<file path="src/include/rcrix_pkg.sv">
/*
 Package for the relative call / reset / indexed operation executer.
 Holds opcode patterns, field positions, reset values and flag layout.
 Assumes a 16-bit instruction word and a 12-bit data address space.
*/
package rcrix_pkg;
	localparam int PC_W = 21;
	localparam int DA_W = 12;
	localparam logic [4:0] OP_REL_CALL = 5'h1b;
	localparam logic [15:0] OP_RESET = 16'h00ff;
	localparam logic [5:0] OP_ADD_IDX = 6'h09;
	localparam logic [7:0] OP_FILL_ONES = 8'h68;
	localparam logic [3:0] OP_BIT_SET = 4'h8;
	localparam logic [5:0] OP_DEC_SKIP_Z = 6'h0b;
	localparam logic [5:0] OP_DEC_SKIP_NZ = 6'h13;
	localparam logic [7:0] IDX_LIMIT = 8'h5f;
	localparam logic [7:0] ALL_ONES = 8'hff;
	localparam logic [PC_W-1:0] PC_RESET = 21'h0;
	localparam logic [7:0] W_RESET = 8'h00;
	localparam logic [4:0] FLAGS_RESET = 5'h00;
	localparam int FLAG_C = 0;
	localparam int FLAG_DC = 1;
	localparam int FLAG_Z = 2;
	localparam int FLAG_OV = 3;
	localparam int FLAG_N = 4;

	typedef struct packed {
		logic we;
		logic [DA_W-1:0] addr;
		logic [7:0] wdata;
	} rcrix_dmem_type;

	typedef struct packed {
		logic push;
		logic [PC_W-1:0] value;
	} rcrix_stack_type;
endpackage

</file>
<file path="src/hw/rcrix_exec.sv">
/*
 Execution unit for relative call, software reset, indexed literal offset
 add/bit-set/fill and decrement-and-skip.
 Assumes instruction words arrive with a valid strobe each cycle from a
 fetch stage on ref_clk, and data memory reads are combinational.
*/
`timescale 1ns/1ps
module rcrix_exec import rcrix_pkg::*; (
	input wire logic ref_clk, // Core clock
	input wire logic sys_rst, // Async reset, high
	input wire logic instrValid, // Instruction word valid
	input wire logic [15:0] instrWord, // Fetched instruction
	input wire logic nextIsTwoWord, // Following instruction has two words
	input wire logic extendedEnable, // Extended instruction set on
	input wire logic [DA_W-1:0] secondIndexedPointer, // Pointer value
	input wire logic [7:0] dmemRdata, // Data memory read data
	output logic [DA_W-1:0] dmemRaddr, // Data memory read address
	output rcrix_dmem_type dmemWr, // Data memory write
	output rcrix_stack_type returnStackTop, // Return stack push
	output logic [PC_W-1:0] progCounter, // Program counter
	output logic [7:0] workingReg, // W register
	output logic [4:0] statusFlags, // N OV Z DC C
	output logic idleCycle, // Cycle executed as no operation
	output logic resetRequest // Core-wide reset pulse
);
	typedef enum logic [1:0] {EXEC, IDLE1, IDLE2} rcrix_state_type;
	rcrix_state_type state_reg, state_next;
	logic [PC_W-1:0] pc_reg, pc_next;
	logic [7:0] w_reg, w_next;
	logic [4:0] flags_reg, flags_next;
	rcrix_dmem_type dmem_reg, dmem_next;
	rcrix_stack_type stack_reg, stack_next;
	logic [DA_W-1:0] raddr_next;
	logic idle_reg, idle_next, rst_reg, rst_next;

	function automatic logic [DA_W-1:0] effAddr(
		input logic [DA_W-1:0] ptr,
		input logic [6:0] k
	);
		effAddr = ptr + {{(DA_W-7){1'b0}}, k};
	endfunction

	logic [10:0] offN;
	logic [6:0] kOff;
	logic [8:0] sum;
	logic [4:0] lowSum;
	logic [7:0] dec;
	logic idxMode;

	always_comb begin
		offN = instrWord[10:0];
		kOff = instrWord[6:0];
		sum = {1'b0, w_reg} + {1'b0, dmemRdata};
		lowSum = {1'b0, w_reg[3:0]} + {1'b0, dmemRdata[3:0]};
		dec = dmemRdata - 8'h01;
		idxMode = !instrWord[8] && extendedEnable
			&& (instrWord[7:0] <= IDX_LIMIT);
		state_next = state_reg;
		pc_next = pc_reg;
		w_next = w_reg;
		flags_next = flags_reg;
		dmem_next = '{we: 1'b0, addr: dmem_reg.addr, wdata: dmem_reg.wdata};
		stack_next = '{push: 1'b0, value: stack_reg.value};
		raddr_next = effAddr(secondIndexedPointer, kOff);
		idle_next = 1'b0;
		rst_next = 1'b0;
		case (state_reg)
		EXEC: begin
			if (instrValid) begin
				pc_next = pc_reg + 21'h2;
				if (instrWord[15:11] == OP_REL_CALL) begin
					stack_next = '{push: 1'b1, value: pc_reg + 21'h2};
					pc_next = pc_reg + 21'h2
						+ {{9{offN[10]}}, offN, 1'b0};
					state_next = IDLE2;
				end else if (instrWord == OP_RESET) begin
					pc_next = PC_RESET;
					w_next = W_RESET;
					flags_next = FLAGS_RESET;
					rst_next = 1'b1;
				end else if (instrWord[15:10] == OP_ADD_IDX && idxMode) begin
					flags_next[FLAG_C] = sum[8];
					flags_next[FLAG_DC] = lowSum[4];
					flags_next[FLAG_Z] = (sum[7:0] == 8'h00);
					flags_next[FLAG_N] = sum[7];
					flags_next[FLAG_OV] = (w_reg[7] == dmemRdata[7])
						&& (sum[7] != w_reg[7]);
					if (!instrWord[9])
						w_next = sum[7:0];
					else
						dmem_next = '{1'b1, raddr_next, sum[7:0]};
				end else if (instrWord[15:12] == OP_BIT_SET && idxMode) begin
					dmem_next = '{1'b1, raddr_next,
						dmemRdata | (8'h01 << instrWord[11:9])};
				end else if (instrWord[15:8] == OP_FILL_ONES && idxMode) begin
					dmem_next = '{1'b1, raddr_next, ALL_ONES};
				end else if ((instrWord[15:10] == OP_DEC_SKIP_Z
					|| instrWord[15:10] == OP_DEC_SKIP_NZ) && idxMode) begin
					if (!instrWord[9])
						w_next = dec;
					else
						dmem_next = '{1'b1, raddr_next, dec};
					if ((instrWord[15:10] == OP_DEC_SKIP_Z)
						== (dec == 8'h00)) begin
						pc_next = pc_reg + 21'h4;
						state_next = nextIsTwoWord ? IDLE1 : IDLE2;
					end
				end
			end
		end
		IDLE1: begin
			idle_next = 1'b1;
			pc_next = pc_reg + 21'h2;
			state_next = IDLE2;
		end
		default: begin
			idle_next = 1'b1;
			state_next = EXEC;
		end
		endcase
	end

	always_ff @(posedge ref_clk or posedge sys_rst) begin
		if (sys_rst) begin
			state_reg <= EXEC;
			pc_reg <= PC_RESET;
			w_reg <= W_RESET;
			flags_reg <= FLAGS_RESET;
			dmem_reg <= '0;
			stack_reg <= '0;
			idle_reg <= 1'b0;
			rst_reg <= 1'b0;
		end else begin
			state_reg <= state_next;
			pc_reg <= pc_next;
			w_reg <= w_next;
			flags_reg <= flags_next;
			dmem_reg <= dmem_next;
			stack_reg <= stack_next;
			idle_reg <= idle_next;
			rst_reg <= rst_next;
		end
	end

	assign dmemRaddr = raddr_next;
	assign dmemWr = dmem_reg;
	assign returnStackTop = stack_reg;
	assign progCounter = pc_reg;
	assign workingReg = w_reg;
	assign statusFlags = flags_reg;
	assign idleCycle = idle_reg;
	assign resetRequest = rst_reg;

	a_call_push: assert property (
		@(posedge ref_clk) disable iff (sys_rst)
		(state_reg == EXEC && instrValid && instrWord[15:11] == OP_REL_CALL)
		|=> returnStackTop.push && returnStackTop.value == $past(pc_reg)
		+ 21'h2 ##1 idleCycle) else $error("call push wrong");
	a_call_target: assert property (
		@(posedge ref_clk) disable iff (sys_rst)
		(state_reg == EXEC && instrValid && instrWord[15:11] == OP_REL_CALL)
		|=> progCounter == $past(pc_reg + 21'h2
		+ {{9{offN[10]}}, offN, 1'b0})) else $error("call target wrong");
	a_reset_clears: assert property (
		@(posedge ref_clk) disable iff (sys_rst)
		(state_reg == EXEC && instrValid && instrWord == OP_RESET)
		|=> progCounter == PC_RESET && workingReg == W_RESET
		&& statusFlags == FLAGS_RESET && resetRequest)
		else $error("reset values wrong");
	a_reset_state: assert property (
		@(posedge ref_clk) disable iff (sys_rst)
		(state_reg == EXEC && instrValid && instrWord == OP_RESET)
		|=> state_reg == EXEC && !dmemWr.we && !returnStackTop.push)
		else $error("reset left activity");
	a_add_result: assert property (
		@(posedge ref_clk) disable iff (sys_rst)
		(state_reg == EXEC && instrValid && instrWord[15:10] == OP_ADD_IDX
		&& idxMode && !instrWord[9]) |=> workingReg == $past(sum[7:0])
		&& !dmemWr.we) else $error("add to W wrong");
	a_add_mem: assert property (
		@(posedge ref_clk) disable iff (sys_rst)
		(state_reg == EXEC && instrValid && instrWord[15:10] == OP_ADD_IDX
		&& idxMode && instrWord[9]) |=> dmemWr.we
		&& dmemWr.wdata == $past(sum[7:0]) && $stable(workingReg))
		else $error("add to file wrong");
	a_bit_set: assert property (
		@(posedge ref_clk) disable iff (sys_rst)
		(state_reg == EXEC && instrValid && instrWord[15:12] == OP_BIT_SET
		&& idxMode) |=> dmemWr.we && dmemWr.wdata[$past(instrWord[11:9])]
		&& $stable(statusFlags)) else $error("bit set wrong");
	a_bit_others: assert property (
		@(posedge ref_clk) disable iff (sys_rst)
		(state_reg == EXEC && instrValid && instrWord[15:12] == OP_BIT_SET
		&& idxMode) |=> dmemWr.wdata == ($past(dmemRdata)
		| (8'h01 << $past(instrWord[11:9])))) else $error("bit set spill");
	a_fill_ones: assert property (
		@(posedge ref_clk) disable iff (sys_rst)
		(state_reg == EXEC && instrValid && instrWord[15:8] == OP_FILL_ONES
		&& idxMode) |=> dmemWr.we && dmemWr.wdata == ALL_ONES
		&& $stable(statusFlags) && !idleCycle)
		else $error("fill wrong");
	a_skip_idle: assert property (
		@(posedge ref_clk) disable iff (sys_rst)
		(state_reg == IDLE1) |=> idleCycle ##1 idleCycle)
		else $error("skip idle wrong");
	a_skip_pc: assert property (
		@(posedge ref_clk) disable iff (sys_rst)
		(state_reg == IDLE1) |=> progCounter == $past(pc_reg) + 21'h2)
		else $error("skip count wrong");
	a_idle_refuse: assert property (
		@(posedge ref_clk) disable iff (sys_rst)
		(state_reg != EXEC) |=> !dmemWr.we && !returnStackTop.push
		&& !resetRequest) else $error("work during idle");
	a_idx_gate: assert property (
		@(posedge ref_clk) disable iff (sys_rst)
		(state_reg == EXEC && instrValid && !extendedEnable) |=> !dmemWr.we)
		else $error("indexed without extension");
	a_idx_limit: assert property (
		@(posedge ref_clk) disable iff (sys_rst)
		(state_reg == EXEC && instrValid
		&& (instrWord[8] || instrWord[7:0] > IDX_LIMIT)) |=> !dmemWr.we)
		else $error("indexed outside offset range");
	a_eff_addr: assert property (
		@(posedge ref_clk) disable iff (sys_rst)
		dmemWr.we |-> dmemWr.addr == $past(secondIndexedPointer)
		+ {{(DA_W-7){1'b0}}, $past(kOff)})
		else $error("effective address wrong");
endmodule

</file>
<file path="config.mk">
export PLATFORM = sky130hd
export DESIGN_NAME = rcrix_exec
export DESIGN_NICKNAME = d
export VERILOG_FILES = /design/src/include/rcrix_pkg.sv /design/src/hw/rcrix_exec.sv
export SDC_FILE = /design/constraint.sdc
export NUM_CORES = 1
export LEC_CHECK = 0
export CAP_MARGIN = 20
export CORE_MARGIN = 5
export CORE_UTILIZATION = 58
export DETAILED_ROUTE_END_ITERATION = 6
export DONT_BUFFER_PORTS = 1
export PLACE_DENSITY = 0.74
export RECOVER_POWER = 100
export SLEW_MARGIN = 15
export SYNTH_ARGS = -nofsm -noshare
export SYNTH_HDL_FRONTEND = slang
export SYNTH_SLANG_ARGS = --single-unit
</file>
<file path="constraint.sdc">
create_clock -name ref_clk -period 3.75 [get_ports ref_clk]
set_clock_uncertainty 0.05 [all_clocks]
set_input_delay 0.1875 -clock ref_clk [delete_from_list [all_inputs] [get_ports ref_clk]]
set_output_delay 0.1875 -clock ref_clk [all_outputs]
set_load 0.1 [all_outputs]
</file>
==> results of run 1 <==
-- timing repair --
item                                   in CTS  in global routing
endpoints found under the hold margin      48                  0
resized for setup                           0                  9
hold buffers                                3                  0
setup endpoints to repair                   0                  4
-- worst paths after layout --
kind                                               end  slack (ns)  cells after the start
setup reg to reg           progCounter[19]$_DFFE_PP0P_        0.24                     13
hold / removal             progCounter[18]$_DFFE_PP0P_        0.04                      3
setup / recovery           progCounter[17]$_DFFE_PP0P_        0.13                     10
hold reg to reg              workingReg[1]$_DFFE_PP0P_        0.57                      1
max in group asynchronous   progCounter[4]$_DFFE_PP0P_        1.08                      3
min in group asynchronous  progCounter[14]$_DFFE_PP0P_        0.82                      2
-- cells by family (layout without fill, tap and decap cells) --
kind of cell | after synthesis | in the layout | synth area share (%)
adder cells (fa/ha/maj) | 41 | 41 | 8.52
XOR/XNOR | 68 | 68 | 9.48
AO/OA/AOI/OAI | 214 | 214 | 22.2
multiplexers | 22 | 22 | 4.12
AND/OR/NAND/NOR | 258 | 258 | 20.4
flip-flops | 79 | 79 | 31.5
buffers and inverters | 55 | 95 | 3.84
other | 1 | 2 | 0.0597
-- worst max-delay path, delay by kind of cell --
kind	cells	cell delay [ns]
buffers and inverters	1	0.06
XOR/XNOR	1	0.31
AO/OA/AOI/OAI	2	0.43
adder cells (fa/ha/maj)	1	0.23
AND/OR/NAND/NOR	3	0.89
multiplexers	2	1.69
-- layout by cell type, fill, tap and decap left out, types with 7 or more instances in the layout --
| cell | instances |
|---|---|
| nor3_1 | 12 |
| a21oi_1 | 51 |
| nand2_1 | 95 |
| clkbuf_1 | 31 |
| o31ai_1 | 9 |
| o21bai_1 | 7 |
| inv_1 | 18 |
| xnor2_1 | 35 |
| dfrtp_2 | 11 |
| nand3_1 | 17 |
| nor2_1 | 70 |
| o21ai_0 | 57 |
| a31oi_1 | 8 |
| a21o_1 | 12 |
| mux2_1 | 15 |
| clkbuf_8 | 10 |
| o21a_1 | 7 |
| xnor2_2 | 9 |
| buf_4 | 23 |
| ha_1 | 38 |
| xor2_1 | 21 |
| a22oi_1 | 11 |
| dfrtp_1 | 68 |
-- through the flow --
stage	cells	worst slack (ns)	instance area, µm²	power, W
CTS	919	0.230	7030	0.00409
floorplan	739	0.00299	6300	0.00309
global route	919	0.00473	6900	0.00426
finish	919	0.130	6900	0.00407
detailed placement	900	0.255	6820	0.00348
global placement	900	0.293	6820	0.00346
-- Yosys cell counts (all sizes together) (8+ instances only) --
master,instances
o31ai,9
xnor2,44
nand3,17
a211oi,8
xor2,24
dfrtp,79
a31oi,8
a22oi,11
nand2,95
a21oi,51
inv,19
nor4,11
clkbuf,21
buf,14
mux2,18
o21ai,61
a21o,12
ha,38
nor3,16
nor2,70
-- final cells by class --
cell class / instances / area, µm² / area share [%]
Clock buffer: 12 / 145 / 2.10
Sequential cell: 79 / 1990 / 28.8
Inverter: 20 / 76.3 / 1.11
Tap cell: 140 / 175 / 2.54
Timing Repair Buffer: 59 / 332 / 4.81
Multi-Input combinational cell: 605 / 4150 / 60.2
Clock inverter: 4 / 30.0 / 0.435
-- layer usage --
| metal | part of all wire (%) | track usage (%) | up-vias |
|---|---|---|---|
| li1 | - | - | 2750 |
| met1 | 41 | 41.2 | 2852 |
| met2 | 45 | 47.9 | 340 |
| met3 | 12 | 9.20 | 51 |
| met4 | 2.6 | 10.2 | 0 |
| met5 | 0 | 0 | - |
-- power by group through the flow --
stage / Sequential (W) / Clock [W] / Combinational (W)
after floorplan: 0.00206 / 0 / 0.00103
after global placement: 0.00171 / 0 / 0.00175
after detailed placement: 0.00171 / 0 / 0.00177
after CTS: 0.00170 / 0.000615 / 0.00178
after global routing: 0.00172 / 0.000651 / 0.00189
final: 0.00170 / 0.000610 / 0.00176
==> reports/summary.txt, run 1 <==
Initial Util - 58.5%
Area Overhead vs Synth - 9.79%
Core Box Area - 10,700 µm²
Hold Violations, Final - 0
First drt pass iteration count - 7
Die Ht - 114 µm
Fraction of layout cells with a size suffix above 1 - 11.7%
Root buffer cell - clkbuf_8
CP Class - in2reg
Max_slew headroom - -49.4%
Seq pwr share - 41.7%
Hold WS - 0.0375 ns
Slew @ Worst Pin - 2.23 ns
RSZ-0062 raised after global routing - false
Arr. time, crit path - 3.81 ns
Pwr/cell area - 589 nW/µm²
Hold Path Class - in2reg
GRT overflow - 0
Top-level I/O count - 132
PortBufs - 0
Sw Share - 56.7%
Latest clock arrival within the worst-skew pair - 0.37 ns
Clk pwr share - 15.0%
Max IR drop VDD - 508 µV
Ys async rst share - 100%
Initial antenna violation count - 0
Slowest stage delay, CP - 0.90 ns
Gate Count Post-Synth - 738
Pins Over Slew Limit - 60
Logic pwr share - 43.3%
Max Root-Sink Buffers - 2
Row cnt - 38
DIE WIDTH - 114 µm
Reg2reg start - progCounter[5]$_DFFE_PP0P_
TritonCTS buffer count - 9
Sink Count - 79
HPWL after detailed placement - 15,100 µm
CP endpoint kind - register
Setup bufs post-CTS - 0
Net Sw Power - 0.00230 W
Outcome - finished with violations
Synth Flop Type - dfrtp_1
Cell Area, Synth - 6280 µm²
Global-route wire length before repair - 31,400 µm
Max-Cap Viols - 2
CTS tree - built
Antenna cells - 0
P_leak - 3.01 nW
Die area - 13,000 µm²
Vias - 5,993
Finished Core Util - 64.2%
Clock transition at path regs - 0.09 ns
Yosys top cell area share - 31.5%
Syn avg cell area - 8.52 µm²
Critical path's slowest cell - mux2i_1
Seq cells post-synth - 79
Cells along the critical path - inv_1 -> ha_1 -> xnor2_1 -> nand2_1 -> nor4b_1 -> mux2_1 -> mux2i_1 -> nand2_1 -> o311ai_1 -> a21oi_1
Layout fillers - 977
Top cells by area in the synthesized netlist - dfrtp_1 (31%), ha_1 (7.6%), xnor2_1 (6.1%)
Number of synthesized flops with an enable pin - 0
Total global-route track usage - 30.8%
DRC - 0
Vias in the first global route - 5,817
Nets - 856
Final setup viols - 0
Unique masters post-synth - 76
Post-DRT Antenna Nets - 0
Via density - 6.52
Crit path required time - 3.94 ns
Most used cell, CP - nand2_1
Final setup TNS - 0 ns
Sequential-to-total area share from yosys stat - 31.5%
Wirelength, routed - 20,100 µm
Routability cong. - 0.974
Failing checks - max-capacitance violations, max-slew violations
Final worst-path cycle share - 96.5%
H-tree depth - 3
Pint - 0.00176 W
Pin count of the biggest net entering global routing - 48
Crit path from - dmemRdata[1]
Crit path max fanout - 17
Crit path launch type - input port
WL/cell - 21.9 µm
Max Fclk - 276 MHz
Yosys top cell by area - dfrtp_1
Min Tclk post-route - 3.62 ns
Iter 0 DRT Violations - 695
Min-delay src - instrWord[15]
Synth warnings - 0
No activity file was read; power rests on OpenSTA's default activity.
==> run 2: changes to the inputs <==
PLACE_DENSITY = 0.73   (was 0.74)
==> run 2 against run 1 <==
- cell area grew 0.11%
- register-to-register slack got worse by 0.02 ns
- via count about the same
- the flow still finishes with violations (max-capacitance violations, max-slew violations)
- highest routed layer unchanged
==> reports/summary.txt, run 2 (same netlist as run 1, synthesis figures left out) <==
Initial Util - 58.5% (unchanged)
Max_slew headroom - -54.3% (-4.9 points)
Grt met2 use - 45.8% (-2.1 points)
Die Ht - 114 µm (unchanged)
Final worst-path cycle share - 94.1% (-2.4 points)
Slew @ Worst Pin - 2.30 ns (+0.0734 ns)
Crit path launch type - register
WP buf/inv - 0 (-1)
Nets - 852 (-0.47%)
P_leak - 3.00 nW (-0.44%)
Non-Filler Instances - 915 (-0.44%)
Pwr/cell area - 606 nW/µm² (+2.8%)
DIE WIDTH - 114 µm (unchanged)
Global-route wire length before repair - 30,900 µm (-1.5%)
Max Root-Sink Buffers - 2 (unchanged)
Vias in the first global route - 5,910 (+1.6%)
HPWL after detailed placement - 14,100 µm (-6.9%)
Clock transition at path regs - 0.09 ns (about the same)
Area Overhead vs Synth - 9.91%
Slowest stage delay, CP - 0.46 ns (-0.44 ns)
Most used routing layer - met2
PortBufs - 0 (unchanged)
H-tree depth - 3 (unchanged)
Initial antenna violation count - 0 (unchanged)
CP Class - reg2reg
TritonCTS buffer count - 9 (unchanged)
Cells along the critical path - nand4_2 -> nor3_4 -> nand2_1 -> nor2_1 -> xor2_1 -> ha_1 -> a21o_1 -> a21o_1 -> a311o_1 -> a21oi_1 -> o21ai_0 -> a21oi_1 -> xnor2_1 -> o21ai_1
Max Fclk - 283 MHz (+2.6%)
GRT overflow - 0 (unchanged)
Routability cong. - 1.01 (+3.5%)
Max-Cap Viols - 2 (unchanged)
Hold Violations, Final - 0 (unchanged)
Placed cells - 896 (-0.44%)
Setup ws final - 0.220 ns (+0.0901 ns)
Setup Slack @ Placement - 0.205 ns (-0.0495 ns)
Antenna cells - 0 (unchanged)
CP endpoint kind - register
CP top delay family - compound AO/OA/AOI/OAI gates
Crit path max fanout - 8 (-9)
Critical path's slowest cell - dfrtp_2
Fraction of layout cells with a size suffix above 1 - 11.4% (-0.33 points)
Max IR drop VDD - 654 µV (+29%)
First drt pass iteration count - 5 (-2)
Sink Count - 79 (unchanged)
WL/cell - 21.1 µm (-3.4%)
Most common cell after layout, fill and taps aside - nand2_1
Die area - 13,000 µm² (unchanged)
Met3 GRT Util - 8.46% (-0.74 points)
Core Box Area - 10,700 µm² (unchanged)
Hold Path Class - in2reg
Arr. time, crit path - 3.71 ns (-0.10 ns)
Met1 usage - 40.4% (-0.82 points)
Pins Over Slew Limit - 65 (+8.3%)
Final setup viols - 0 (unchanged)
Root buffer cell - clkbuf_8
Pin count of the biggest net entering global routing - 53 (+10%)
Latest clock arrival within the worst-skew pair - 0.38 ns (about the same)
Crit path required time - 3.93 ns (about the same)
Finished Core Util - 64.3% (+0.070 points)
Failing checks - max-capacitance violations, max-slew violations
Row cnt - 38 (unchanged)
DRC - 0 (unchanged)
Min Tclk post-route - 3.53 ns (-0.0901 ns)
CTS tree - built
Setup bufs post-CTS - 0 (unchanged)
Vias - 5,991 (-0.033%)
Outcome - finished with violations
Total global-route track usage - 29.9% (-0.94 points)
Layout fillers - 920 (-5.8%)
Via density - 6.55 (+0.40%)
Iter 0 DRT Violations - 586 (-16%)
Top-level I/O count - 132 (unchanged)
Wirelength, routed - 19,300 µm (-3.9%)
Most frequent cells in the layout - nand2_1 (95), nor2_1 (70), dfrtp_1 (68)
Post-DRT Antenna Nets - 0 (unchanged)
-- run 2: cell type report --
class,instances,area [µm²],share of cell area (%)
multi-input cells,605,4150,60.1
repair buffers,55,295,4.27
clock buffers,10,128,1.85
flip-flops and latches,79,1990,28.8
well taps,140,175,2.54
clock inverters,6,93.8,1.36
inverters,20,76.3,1.10
-- run 2: per-layer routing --
| metal | up-vias | routed length, µm |
|---|---|---|
| li1 | 2730 | - |
| met1 | 2842 | 7950 |
| met2 | 369 | 8550 |
| met3 | 50 | 2350 |
| met4 | 0 | 497 |
| met5 | - | 0 |
-- run 2: what timing repair did --
action | CTS | global route
hold buffers | 3 | 0
hold endpoints to repair | 53 | 0
resized for setup | 0 | 11
endpoints found under the setup margin | 0 | 5
-- run 2: worst register-to-register path, cell delays in order (launching register included) --
cell and delay, ns:
dfrtp_2 0.46, nand4_2 0.29, nor3_4 0.28, nand2_1 0.08, nor2_1 0.12, xor2_1 0.25
ha_1 0.33, a21o_1 0.21, a21o_1 0.23, a311o_1 0.32, a21oi_1 0.22, o21ai_0 0.12
a21oi_1 0.20, xnor2_1 0.14, o21ai_1 0.07
-- run 2: path summary, 6_finish.rpt --
| path | start | cells after the start | slack [ns] | endpoint |
|---|---|---|---|---|
| max | progCounter[6]$_DFFE_PP0P_ | 14 | 0.22 | progCounter[20]$_DFFE_PP0P_ |
| min reg2reg | progCounter[1]$_DFFE_PP0P_ | 1 | 0.54 | progCounter[1]$_DFFE_PP0P_ |
| max reg2reg | progCounter[6]$_DFFE_PP0P_ | 14 | 0.22 | progCounter[20]$_DFFE_PP0P_ |
| min | secondIndexedPointer[11] | 2 | 0.03 | dmemWr[19]$_DFFE_PP0P_ |
| max in group asynchronous | sys_rst | 3 | 1.19 | progCounter[5]$_DFFE_PP0P_ |
| min in group asynchronous | sys_rst | 2 | 0.84 | statusFlags[3]$_DFFE_PP0P_ |
-- run 2: through the flow --
step | hold slack (ns) | cell area (µm²) | total power, W | setup TNS, ns
4_1_cts | 0.0171 | 7040 | 0.00420 | 0
5_1_grt | 0.0248 | 6910 | 0.00437 | -0.0234
2_1_floorplan | 0.307 | 6300 | 0.00309 | 0
3_3_place_gp | 0.218 | 6790 | 0.00343 | 0
3_5_place_dp | 0.236 | 6790 | 0.00346 | 0
6_report | 0.0266 | 6910 | 0.00419 | 0
-- run 2: power by group --
part | total (W) | internal [W] | switching [W] | leakage, nW
Clock | 0.000741 | 0.000380 | 0.000361 | 0.107
Sequential | 0.00170 | 0.000974 | 0.000730 | 1.05
Combinational | 0.00174 | 0.000519 | 0.00122 | 1.84
Total | 0.00419 | 0.00187 | 0.00231 | 3.00
==> run 3: changes to the inputs <==
CORE_MARGIN = unset   (was 5)
CTS_BUF_LIST = sky130_fd_sc_hd__clkbuf_4   (was unset)
GPL_TIMING_DRIVEN = 0   (was unset)
==> run 3 against run 2 <==
- the run still ends with max-capacitance violations, max-slew violations left
- core utilization rose by 8.2 points
- critical path type unchanged
- flip-flop and latch count is the same
- total power is 3.6% higher
- fmax down 2.8%
- combinational power fell by 5%
- non-clock buffer count rose by 26
- clock power down 25%
- via count up 2.0%
- sequential share of layout area fell by 1.9 points
- die area shrank 14%
- cell area up 9.3%
- hold slack lost 0.0034 ns
==> reports/summary.txt, run 3 (same netlist as run 1, synthesis figures left out) <==
Area Overhead vs Synth - 20.2%
WL/cell - 21.9 µm (+3.8%)
Max Root-Sink Buffers - 2 (unchanged)
Outcome - finished with violations
First drt pass iteration count - 5 (unchanged)
Crit path launch type - register
Clock transition at path regs - 0.16 ns (+0.07 ns)
CP top delay family - compound AO/OA/AOI/OAI gates
Pins Over Slew Limit - 36 (-45%)
Crit path max fanout - 7 (-1)
Row cnt - 37 (-2.6%)
Initial Util - 60.3% (+1.8 points)
Sink Count - 79 (unchanged)
Final worst-path cycle share - 96.8% (+2.7 points)
Max-Cap Viols - 1 (-1)
Max Fclk - 275 MHz (-2.8%)
Pwr/cell area - 574 nW/µm² (-5.2%)
Slew @ Worst Pin - 1.61 ns (-0.694 ns)
Routability cong. - 0.921 (-8.6%)
Wirelength, routed - 20,600 µm (+6.5%)
CP endpoint kind - register
Crit path required time - 4.03 ns (+0.10 ns)
Failing checks - max-capacitance violations, max-slew violations
Setup ws final - 0.120 ns (-0.100 ns)
Most used cell, CP - a31oi_1
DIE WIDTH - 106 µm (-7.0%)
Vias in the first global route - 5,934 (+0.41%)
Core Box Area - 10,400 µm² (-3.1%)
Max_slew headroom - -7.79% (+47 points)
Post-DRT Antenna Nets - 0 (unchanged)
Hold Violations, Final - 0 (unchanged)
CTS tree - built
P_leak - 3.26 nW (+8.7%)
Die area - 11,300 µm² (-14%)
Slowest stage delay, CP - 0.68 ns (+0.22 ns)
Critical path's slowest cell - dfrtp_4
Final setup viols - 0 (unchanged)
Vias - 6,111 (+2.0%)
Global-route wire length before repair - 32,000 µm (+3.6%)
Initial antenna violation count - 2 (+2)
Min Tclk post-route - 3.63 ns (+0.100 ns)
Nets - 878 (+3.1%)
Most frequent cells in the layout - nand2_1 (94), nor2_1 (65), dfrtp_1 (65)
WP buf/inv - 2 (+2)
TritonCTS buffer count - 9 (unchanged)
H-tree depth - 3 (unchanged)
PortBufs - 0 (unchanged)
Cells along the critical path - ha_4 -> and3_2 -> nand2_1 -> xor2_2 -> inv_1 -> ha_1 -> a2111oi_4 -> o21ai_2 -> buf_4 -> a31oi_1 -> nor3_2 -> a31oi_1 -> xnor2_1 -> a222oi_1 -> o21ai_0
Die Ht - 106 µm (-7.0%)
Setup Slack @ Placement - -0.707 ns (-0.913 ns)
Max IR drop VDD - 507 µV (-23%)
Hold WS - 0.0231 ns (-0.00343 ns)
CP Class - reg2reg
Iter 0 DRT Violations - 615 (+4.9%)
Total global-route track usage - 36.9% (+7.0 points)
Final setup TNS - 0 ns (unchanged)
Layout fillers - 792 (-14%)
Pin count of the biggest net entering global routing - 46 (-13%)
Non-Filler Instances - 939 (+2.6%)
Top-level I/O count - 132 (unchanged)
Via density - 6.51 (-0.60%)
Fraction of layout cells with a size suffix above 1 - 20.2% (+8.9 points)
Most common cell after layout, fill and taps aside - nand2_1
Latest clock arrival within the worst-skew pair - 0.45 ns (+0.07 ns)
Root buffer cell - clkbuf_4
Hold Path Class - in2reg
RSZ-0062 raised after global routing - true
Arr. time, crit path - 3.91 ns (+0.20 ns)
GRT overflow - 0 (unchanged)
DRC - 0 (unchanged)
Placed cells - 888 (-0.89%)
HPWL after detailed placement - 14,800 µm (+4.8%)
run 3: cell types whose count changed in the layout (fill, tap and decap cells not counted), moves of 8 or more:
cell / delta
buf_4: +17
buf_8: +11
clkbuf_1: -16
clkbuf_4: +10
clkbuf_8: -9
dfrtp_2: -11
dfrtp_4: +14
xnor2_1: -8
xnor2_2: +8
run 3: path summary, 6_finish.rpt:
kind | depth (start not counted) | from | end | slack (ns)
min in group asynchronous | 2 | sys_rst | statusFlags[1]$_DFFE_PP0P_ | 0.50
min | 3 | instrValid | progCounter[2]$_DFFE_PP0P_ | 0.02
min reg2reg | 1 | state_reg[0]$_DFFE_PP0P_ | idleCycle$_DFF_PP0_ | 0.63
max reg2reg | 15 | progCounter[2]$_DFFE_PP0P_ | progCounter[14]$_DFFE_PP0P_ | 0.12
max | 15 | progCounter[2]$_DFFE_PP0P_ | progCounter[14]$_DFFE_PP0P_ | 0.12
max in group asynchronous | 3 | sys_rst | progCounter[3]$_DFFE_PP0P_ | 1.25
run 3: metal layers:
metal	GRT usage, %	part of all wire (%)
met4	13.8	3.2
met3	8.52	10
met2	56.5	45
met1	50.9	41
met5	0	0
run 3: timing repair:
item | 4_1_cts | 5_1_grt
pin swaps | 5 | 12
hold endpoints to repair | 88 | 0
hold buffers | 10 | 0
buffers inserted | 10 | 14
resized for setup | 47 | 52
setup endpoints to repair | 11 | 10
run 3: report_power, final:
part	total, W	switching [W]	internal (W)
clock network	0.000559	0.000345	0.000215
logic	0.00165	0.000951	0.000697
registers	0.00213	0.00114	0.000989
run 3: metrics by stage:
step	power, W	utilization [%]	instance area (µm²)
after floorplan	0.00309	-	6300
after global placement	0.00333	62.1	6470
after detailed placement	0.00346	65.0	6770
after CTS	0.00417	69.5	7240
after global routing	0.00452	72.5	7550
final	0.00434	72.5	7550
run 3: worst min-delay path, stage by stage:
cell	delay [ns]
nor3b_1	0.16
a221oi_1	0.07
o21ai_0	0.07
run 3: final cells by class:
cell class,count,area (µm²),share of cell area (%)
diodes,2,5.00,0.0663
plain buffers,34,211,2.80
clock buffers,10,75.1,0.994
clock inverters,6,67.6,0.894
inverters,20,76.3,1.01
multi-input cells,605,4450,58.9
flip-flops and latches,79,2030,26.9
well taps,136,170,2.25
repair buffers,47,468,6.20
